### config.mk
export PLATFORM = sky130hd
export DESIGN_NAME = pmc_registers
export DESIGN_NICKNAME = d
export VERILOG_FILES = /design/src/pmc_pkg.sv /design/src/pmc_registers.sv /design/src/pmc_freeze_timer.sv
export SDC_FILE = /design/constraint.sdc
export NUM_CORES = 1
export LEC_CHECK = 0
export ABC_CLOCK_PERIOD_IN_PS = 6200
export BUFFER_PORTS_ARGS = -buffer_cell sky130_fd_sc_hd__buf_2
export CORE_ASPECT_RATIO = 0.6
export CORE_MARGIN = 2
export CORE_UTILIZATION = 45
export DETAILED_ROUTE_END_ITERATION = 6
export MAX_ROUTING_LAYER = met4
export PLACE_DENSITY = 0.7
export REMOVE_ABC_BUFFERS = 1
export SETUP_SLACK_MARGIN = 0.2
export SYNTH_ARGS = -nofsm -noshare
export SYNTH_HDL_FRONTEND = slang
export SYNTH_SLANG_ARGS = --single-unit
### constraint.sdc
create_clock -name clk_in -period 6.2 [get_ports clk_in]
set_input_delay 1.55 -clock clk_in [delete_from_list [all_inputs] [get_ports clk_in]]
set_output_delay 1.55 -clock clk_in [all_outputs]
set_load 0.02 [all_outputs]
### src/pmc_pkg.sv
package pmc_pkg;

  localparam logic [15:0] REG_ECHO_AMP_FIVE    = 16'h0189;
  localparam logic [15:0] REG_ECHO_POL_CROSS   = 16'h018a;
  localparam logic [15:0] REG_PIN_IO_CONFIG    = 16'h0302;
  localparam logic [15:0] REG_SPARE_LOOP_CTRL  = 16'h0308;

  localparam int POS_FIRST_ECHO_POLARITY = 11;
  localparam int POS_CROSS_REFLECTION    = 5;

  localparam int POS_TERM_HI             = 15;
  localparam int POS_TERM_LO             = 14;
  localparam int POS_REF_CLK_OFF         = 6;
  localparam int POS_PIN2_SEL_HI         = 2;
  localparam int POS_PIN2_SEL_LO         = 0;

  localparam int POS_CLK_OFF_STATUS      = 0;
  localparam int POS_REVISION            = 1;
  localparam int POS_RMII_RX_CLK_SEL     = 2;
  localparam int POS_FREEZE_ON_RX_DIS    = 4;
  localparam int POS_MSE_BYPASS_WAKE     = 5;
  localparam int POS_SETTLED_FREEZE      = 6;
  localparam int POS_COUNTER_FREEZE_EN   = 7;
  localparam int POS_FREEZE_TIMER_SEL    = 8;
  localparam int POS_WAIT_FREEZE_LO      = 10;
  localparam int WAIT_FREEZE_COUNT       = 6;

  localparam logic [15:0] PIN_IO_WRITE_MASK = 16'hc047;
  localparam logic [15:0] SPARE_WRITE_MASK  = 16'hfffc;
  localparam logic [15:0] PIN_IO_RESET      = 16'h0000;
  localparam logic [15:0] SPARE_RESET       = 16'h0000;
  localparam logic [15:0] ECHO_RESET        = 16'h0000;

  localparam logic [2:0] PIN2_REF_CLK_50M  = 3'h0;
  localparam logic [2:0] PIN2_LINK_LED     = 3'h1;
  localparam logic [2:0] PIN2_WAKE         = 3'h2;
  localparam logic [2:0] PIN2_MGMT_INT     = 3'h4;
  localparam logic [2:0] PIN2_CONST_ONE    = 3'h6;

  localparam logic [1:0] TERM_50_OHM = 2'h0;
  localparam logic [1:0] TERM_25_OHM = 2'h1;

  localparam int CLOCK_PERIOD_PS      = 8000;
  localparam int FREEZE_SHORT_US      = 176;
  localparam int FREEZE_LONG_US       = 192;
  localparam int FREEZE_SHORT_CYCLES  = (FREEZE_SHORT_US * 1000000) / CLOCK_PERIOD_PS;
  localparam int FREEZE_LONG_CYCLES   = (FREEZE_LONG_US * 1000000) / CLOCK_PERIOD_PS;

endpackage

### src/pmc_registers.sv
`timescale 1ns/1ps
`default_nettype none

module pmc_registers
  import pmc_pkg::*;
#(
  parameter int       FREEZE_SHORT = FREEZE_SHORT_CYCLES,
  parameter int       FREEZE_LONG  = FREEZE_LONG_CYCLES,
  parameter bit [0:0] REVISION_BIT = 1'b0  // Revision marker; the value is arbitrary.
) (
  input  wire logic        clk_in,
  input  wire logic        reset_in,
  input  wire logic [15:0] reg_addr_in,
  input  wire logic        reg_write_in,
  input  wire logic [15:0] reg_wdata_in,
  input  wire logic        reg_read_in,
  output var  logic [15:0] reg_rdata_out,
  input  wire logic        diag_done_in,
  input  wire logic        first_echo_polarity_in,
  input  wire logic        cross_reflection_flag_in,
  input  wire logic        master_mode_in,
  input  wire logic        ref_clock_out_50m_in,
  input  wire logic        second_link_led_in,
  input  wire logic        wake_indication_in,
  input  wire logic        management_interrupt_in,
  input  wire logic        ref_clock_out_25m_in,
  input  wire logic        first_led_general_output_in,
  input  wire logic        first_led_pin_control_in,
  input  wire logic        receive_disabled_in,
  input  wire logic        settled_state_in,
  input  wire logic        idle_wake_state_in,
  input  wire logic        idle_wait_state_in,
  input  wire logic        idle_hold_state_in,
  input  wire logic        idle_refresh_start_in,
  output var  logic        second_pin_out,
  output var  logic        ref_clock_pin_out,
  output var  logic        ref_clock_pin_oe_out,
  output var  logic [1:0]  mac_pad_series_termination_out,
  output var  logic        ref_clock_out_disable_out,
  output var  logic        rmii_rx_clk_sel_out,
  output var  logic        freeze_all_loops_out,
  output var  logic        mse_check_bypass_out,
  output var  logic        settled_freeze_out,
  output var  logic        refresh_freeze_out,
  output var  logic [5:0]  wait_loop_freeze_out
);

  ////////////////////////////////////////////////////////////////////////////
  // Register storage.

  logic [15:0] pin_io_configuration;
  logic [15:0] spare_loop_control;
  logic [15:0] echo_polarity_cross_result;

  wire hit_pin_io = (reg_addr_in == REG_PIN_IO_CONFIG);
  wire hit_spare  = (reg_addr_in == REG_SPARE_LOOP_CTRL);
  wire hit_echo   = (reg_addr_in == REG_ECHO_POL_CROSS);
  wire hit_amp    = (reg_addr_in == REG_ECHO_AMP_FIVE);

  wire [15:0] next_pin_io = (reg_wdata_in & PIN_IO_WRITE_MASK);
  wire [15:0] next_spare  = (reg_wdata_in & SPARE_WRITE_MASK);

  wire        ref_clock_out_disable = pin_io_configuration[POS_REF_CLK_OFF];
  wire [2:0]  second_pin_function_select =
    pin_io_configuration[POS_PIN2_SEL_HI:POS_PIN2_SEL_LO];

  ////////////////////////////////////////////////////////////////////////////
  // Write strobes.

  wire write_pin_io = reg_write_in & hit_pin_io;
  wire write_spare  = reg_write_in & hit_spare;

  always_ff @(posedge clk_in or posedge reset_in) begin
    if (reset_in) begin
      pin_io_configuration <= PIN_IO_RESET;
    end else if (write_pin_io) begin
      pin_io_configuration <= next_pin_io;
    end
  end

  always_ff @(posedge clk_in or posedge reset_in) begin
    if (reset_in) begin
      spare_loop_control <= SPARE_RESET;
    end else if (write_spare) begin
      spare_loop_control <= next_spare;
    end
  end

  ////////////////////////////////////////////////////////////////////////////
  // Diagnostic result capture.

  wire [15:0] next_echo = ECHO_RESET
                        | (16'(first_echo_polarity_in) << POS_FIRST_ECHO_POLARITY)
                        | (16'(cross_reflection_flag_in) << POS_CROSS_REFLECTION);

  always_ff @(posedge clk_in or posedge reset_in) begin
    if (reset_in) begin
      echo_polarity_cross_result <= ECHO_RESET;
    end else if (diag_done_in) begin
      echo_polarity_cross_result <= next_echo;
    end
  end

  ////////////////////////////////////////////////////////////////////////////
  // Read path.

  wire [15:0] spare_view = spare_loop_control
                         | (16'(REVISION_BIT) << POS_REVISION)
                         | (16'(ref_clock_out_disable) << POS_CLK_OFF_STATUS);

  wire [15:0] read_mux = hit_pin_io ? pin_io_configuration :
                         hit_spare  ? spare_view :
                         hit_echo   ? echo_polarity_cross_result :
                         hit_amp    ? 16'h0000 : 16'h0000;

  always_ff @(posedge clk_in or posedge reset_in) begin
    if (reset_in) begin
      reg_rdata_out <= 16'h0000;
    end else if (reg_read_in) begin
      reg_rdata_out <= read_mux;
    end
  end

  ////////////////////////////////////////////////////////////////////////////
  // Pin functions.

  logic next_second_pin;

  always_comb begin
    case (second_pin_function_select)
      PIN2_REF_CLK_50M: next_second_pin = master_mode_in & ref_clock_out_50m_in;
      PIN2_LINK_LED:    next_second_pin = second_link_led_in;
      PIN2_WAKE:        next_second_pin = wake_indication_in;
      PIN2_MGMT_INT:    next_second_pin = management_interrupt_in;
      PIN2_CONST_ONE:   next_second_pin = 1'b1;
      default:          next_second_pin = 1'b0;
    endcase
  end

  // clock or LED on 25 MHz pin
  wire next_ref_pin = ref_clock_out_disable ? first_led_general_output_in
                                            : ref_clock_out_25m_in;
  wire next_ref_oe  = ref_clock_out_disable ? first_led_pin_control_in : 1'b1;

  always_ff @(posedge clk_in or posedge reset_in) begin
    if (reset_in) begin
      second_pin_out <= 1'b0;
    end else begin
      second_pin_out <= next_second_pin;
    end
  end

  always_ff @(posedge clk_in or posedge reset_in) begin
    if (reset_in) begin
      ref_clock_pin_out <= 1'b0;
    end else begin
      ref_clock_pin_out <= next_ref_pin;
    end
  end

  always_ff @(posedge clk_in or posedge reset_in) begin
    if (reset_in) begin
      ref_clock_pin_oe_out <= 1'b0;
    end else begin
      ref_clock_pin_oe_out <= next_ref_oe;
    end
  end

  ////////////////////////////////////////////////////////////////////////////
  // Loop controls.

  wire [1:0] mac_pad_series_termination = pin_io_configuration[POS_TERM_HI:POS_TERM_LO];
  wire       rmii_rx_clk_sel   = spare_loop_control[POS_RMII_RX_CLK_SEL];
  wire       freeze_all_en     = spare_loop_control[POS_FREEZE_ON_RX_DIS];
  wire       freeze_all        = freeze_all_en & receive_disabled_in;
  wire       mse_bypass_en     = spare_loop_control[POS_MSE_BYPASS_WAKE];
  wire       mse_bypass        = mse_bypass_en & idle_wake_state_in;
  wire       settled_freeze_en = spare_loop_control[POS_SETTLED_FREEZE];
  wire       settled_freeze    = settled_freeze_en & settled_state_in;

  always_ff @(posedge clk_in or posedge reset_in) begin
    if (reset_in) begin
      mac_pad_series_termination_out <= TERM_50_OHM;
    end else begin
      mac_pad_series_termination_out <= mac_pad_series_termination;
    end
  end

  always_ff @(posedge clk_in or posedge reset_in) begin
    if (reset_in) begin
      ref_clock_out_disable_out <= 1'b0;
    end else begin
      ref_clock_out_disable_out <= ref_clock_out_disable;
    end
  end

  always_ff @(posedge clk_in or posedge reset_in) begin
    if (reset_in) begin
      rmii_rx_clk_sel_out <= 1'b0;
    end else begin
      rmii_rx_clk_sel_out <= rmii_rx_clk_sel;
    end
  end

  always_ff @(posedge clk_in or posedge reset_in) begin
    if (reset_in) begin
      freeze_all_loops_out <= 1'b0;
    end else begin
      freeze_all_loops_out <= freeze_all;
    end
  end

  always_ff @(posedge clk_in or posedge reset_in) begin
    if (reset_in) begin
      mse_check_bypass_out <= 1'b0;
    end else begin
      mse_check_bypass_out <= mse_bypass;
    end
  end

  always_ff @(posedge clk_in or posedge reset_in) begin
    if (reset_in) begin
      settled_freeze_out <= 1'b0;
    end else begin
      settled_freeze_out <= settled_freeze;
    end
  end

  ////////////////////////////////////////////////////////////////////////////
  // Per-loop wait freezes.

  wire [5:0] wait_freeze_en = spare_loop_control[POS_WAIT_FREEZE_LO +: WAIT_FREEZE_COUNT];
  genvar g;
  generate
    for (g = 0; g < WAIT_FREEZE_COUNT; g++) begin : g_wait_freeze
      always_ff @(posedge clk_in or posedge reset_in) begin
        if (reset_in) begin
          wait_loop_freeze_out[g] <= 1'b0;
        end else begin
          wait_loop_freeze_out[g] <= wait_freeze_en[g] & idle_wait_state_in;
        end
      end
    end
  endgenerate

  ////////////////////////////////////////////////////////////////////////////
  // Counted refresh freeze.

  logic timer_busy;
  wire  timer_enable   = spare_loop_control[POS_COUNTER_FREEZE_EN];
  wire  timer_start    = idle_refresh_start_in & idle_hold_state_in;
  wire  timer_long_sel = spare_loop_control[POS_FREEZE_TIMER_SEL];

  pmc_freeze_timer #(
    .SHORT_CYCLES (FREEZE_SHORT),
    .LONG_CYCLES  (FREEZE_LONG),
    .WIDTH        (16)
  ) u_freeze_timer (
    .clk_in      (clk_in),
    .reset_in    (reset_in),
    .enable_in   (timer_enable),
    .start_in    (timer_start),
    .long_sel_in (timer_long_sel),
    .busy_out    (timer_busy)
  );

  always_ff @(posedge clk_in or posedge reset_in) begin
    if (reset_in) begin
      refresh_freeze_out <= 1'b0;
    end else begin
      refresh_freeze_out <= timer_busy;
    end
  end

endmodule

`default_nettype wire

### src/pmc_freeze_timer.sv
`timescale 1ns/1ps
`default_nettype none

module pmc_freeze_timer #(
  parameter int SHORT_CYCLES = 22000,
  parameter int LONG_CYCLES  = 24000,
  parameter int WIDTH        = 16
) (
  input  wire logic clk_in,
  input  wire logic reset_in,
  input  wire logic enable_in,
  input  wire logic start_in,
  input  wire logic long_sel_in,
  output var  logic busy_out
);

  logic [WIDTH-1:0] remaining;
  logic [WIDTH-1:0] next_remaining;
  wire  [WIDTH-1:0] load_value = long_sel_in ? WIDTH'(LONG_CYCLES) : WIDTH'(SHORT_CYCLES);
  wire              counting   = (remaining != '0);

  always_comb begin
    next_remaining = remaining;
    if (!enable_in) begin
      next_remaining = '0;
    end else if (start_in) begin
      next_remaining = load_value;
    end else if (counting) begin
      next_remaining = remaining - WIDTH'(1);
    end
  end

  always_ff @(posedge clk_in or posedge reset_in) begin
    if (reset_in) begin
      remaining <= '0;
      busy_out  <= 1'b0;
    end else begin
      remaining <= next_remaining;
      busy_out  <= (next_remaining != '0);
    end
  end

endmodule

`default_nettype wire

==> impl_metrics.csv <==
group,metric,value,unit
status,status,"finished, final reports clean",
synthesis,synth_area_leader_cell,"dfrtp_1",
clock_tree,cts.clk_slew.worst_paths,60,ps
routing,viasPerCell,5.448,
clock_tree,clkLatencyLatePin,330,ps
clock_tree,clock_sinks,72,
die,ioPinCount,86,
min_path,hold_class,"reg -> reg",
pwr,pwr-share-comb,4.6,%
synthesis,synth_common_cells,"dfrtp_1, mux2_2, inv_1, nor2_1",
timing,timing.max_slew.rel_slack,24.29,%
routing,wl,7460,µm
worst_setup_path,crit_path_end_kind,"flip-flop",
finish,area_delta_synth_final,26.83,%
synthesis,netlist_instances,277,
routing,vias,2506,
worst_setup_path,cpPeakStageDelay,430,ps
synthesis,synth_seq_area_share,57.32,%
timing,fin_crit_sh,52.38,%
synthesis,synth_area_leaders,"dfrtp_1, mux2_2, and2_1",
finish,design_area,3986,µm²
finish,fin_util,59.45,%
worst_setup_path,r2r_slack,2980,ps
synthesis,synth_top_area_share,57.32,%
worst_setup_path,worstSetupStartpoint,"reg_addr_in[5]",
synthesis,syn_area,3143,µm²
finish,drive_above_1_share,37.27,%
global_routing,grt_max_degree,73,
worst_setup_path,ff2ff_path_depth,6,
min_path,hold_end,"refresh_freeze_out",
min_path,hold_start,"u_freeze_timer.busy_out",
global_routing,track_usage,20.88,%
timing,whs,351.2,ps
global_routing,grt_overflow,0,
pwr,switching_power,226.6,µW
placed_design,dp_hpwl,5442,µm
clock_tree,cts_buffer_depth,2,
pwr,switching_share,20.93,%
synthesis,synth.most_common_cell,"dfrtp_1",
clock_tree,htreeDepth,3,
timing,final.setup.tns,0,ps
pwr,power.leakage,1.970,nW
synthesis,avgSynthCellArea,11.35,µm²
finish,antenna_cells,0,
routing,drt_iter0_drc,263,
placed_design,routabilityCongestion,0.9019,
pwr,p_int,855.8,µW
pwr,p_clk_share,51.2,%
finish,finalNetCount,423,
worst_setup_path,critPathKind,"in -> reg",
routing,postRouteAntennaNets,0,
pwr,vdd_drop_max,0.1572,mV
pwr,report.power.total,1.082,mW
synthesis,synth_cell_types,47,
placed_design,io_buffers,85,
min_path,min_path_cells,0,
clock_tree,cts-root-buf,"clkbuf_16",
routing,routedWlPerCell,16.22,µm
placed_design,post-place-ws,2556,ps
global_routing,grt_pass1_vias,2286,
timing,skew,4.525,ps
worst_setup_path,reg2reg_from,"u_freeze_timer.remaining[0]",
worst_setup_path,cp_max_fo,16,
clock_tree,cts_tree,"done",
clock_tree,cts_hold_buffers,0,
timing,rsz0062_at_grt,"false",
timing,min_period,3247,ps
worst_setup_path,path_cells,"buf_2 > nor4_1 > nand3_1 > nor4_2 > buf_4 > nand2_1 > mux2_2",
pwr,p_seq_share,44.1,%
die,dieHeight,68.74,µm
die,fp.dieW,111.9,µm
timing,slew_violations,0,
timing,fmax,307.9,MHz
die,die_area,7691,µm²
die,start_util,46.87,%
placed_design,dp.cells,444,
worst_setup_path,cp-start-kind,"primary input",
routing,drcViolationCount,0,
synthesis,synth_edf_count,0,
timing,worst_pin_slew,1125,ps
global_routing,antenna_found_initial,0,
synthesis,yosys_most_used_dff,"dfrtp_1",
die,std_cell_rows,23,
finish,layout.cells.non_filler,460,
timing,setup-violations-final,0,
clock_tree,cts_buffers,9,
clock_tree,cts-resized-gates,0,
pwr,cellPowerDensity,271.5,nW/µm²
worst_setup_path,arrival,3460,ps
synthesis,ys_warn_count,0,
worst_setup_path,required,6410,ps
global_routing,grt_pass1_wl,11720,µm
routing,firstDrtPassIters,4,
timing,hold_viol_final,0,
clock_tree,cts_setup_buffers,0,
flow_run,maxCapViolations,0,
synthesis,synth_seq_cells,72,
worst_setup_path,rr_endpoint,"u_freeze_timer.busy_out",
placed_design,place_area,3665,µm²
worst_setup_path,slowest_stage,"mux2_2",
synthesis,async_flop_share,100.0,%
timing,timing.final.ws_setup,2953,ps
die,core,6705,µm²
## critical path: cells and delay by family
family / cells / cell delay [ps]
AND/OR/NAND/NOR: 4 / 1120
multiplexers: 1 / 430
buffers and inverters: 2 / 340
## cell type report
type / instances / area (µm²)
clock inverter: 6 / 82.58
timing repair buffer: 87 / 440.4
clock buffer: 10 / 239.0
multi-input combinational: 181 / 1250
inverter: 17 / 63.81
tap: 87 / 108.9
fill: 565 / 2719
sequential: 72 / 1802
## power groups by stage
| stage | combinational, mW | clock, mW | sequential [mW] |
|---|---|---|---|
| after global routing | 0.0563 | 0.581 | 0.478 |
| after detailed placement | 0.0511 | 0 | 0.486 |
| after global placement | 0.0502 | 0 | 0.486 |
| final | 0.0501 | 0.555 | 0.478 |
| after CTS | 0.0512 | 0.564 | 0.478 |
| after floorplan | 0.0162 | 0 | 0.491 |
## registers in the layout, summed over array words and instances (netlist names)
register,flops
echo_polarity_cross_result,2
freeze_all_loops_out,1
mac_pad_series_termination_out,2
mse_check_bypass_out,1
pin_io_configuration,6
ref_clock_out_disable_out,1
ref_clock_pin_oe_out,1
ref_clock_pin_out,1
refresh_freeze_out,1
reg_rdata_out,16
rmii_rx_clk_sel_out,1
second_pin_out,1
settled_freeze_out,1
spare_loop_control,14
u_freeze_timer.busy_out,1
u_freeze_timer.remaining,16
wait_loop_freeze_out,6
## placed cells by master, fill, tap and decap left out, drive strengths merged, types with 2 or more instances in the layout
master,count
a31oi,3
nand3b,2
o22ai,2
ha,2
nor4,9
a21oi,14
nand2b,4
nand4bb,2
a41oi,2
nor4b,3
nor2,17
and2,14
nand4,3
dfrtp,72
a22oi,8
nand3,14
clkinv,3
nand2,15
bufinv,2
clkbuf,10
o21ai,13
xnor2,3
and3,2
inv,17
mux2,23
buf,87
or4,3
a211oi,3
nor3,6
## layer usage
layer  GRT usage, %  vias up  wire length (µm)
met1          29.87     1202              3742
met5              -        -                 0
met4          8.179        0               134
met2          27.65      103              3053
met3          6.294       14               530
li1               -     1187                 -
## how the worst max path moves through the flow
stage                                   endpoint  depth (start not counted)
after global routing      spare_loop_control[13]                          7
final                      spare_loop_control[8]                          7
after floorplan           spare_loop_control[10]                          5
after CTS                  spare_loop_control[8]                          7
after global placement    spare_loop_control[10]                          7
after detailed placement  spare_loop_control[13]                          7
## cells by family after synthesis
logic type / count (synthesis) / share of synthesized area (%)
buf+inv: 24 / 3.105
mux: 24 / 8.559
simple gates: 101 / 18.75
compound gates: 50 / 10.35
fa+ha+maj: 2 / 0.7961
xor+xnor: 4 / 1.115
flops: 72 / 57.32
Power figures use the tool's default switching activity.
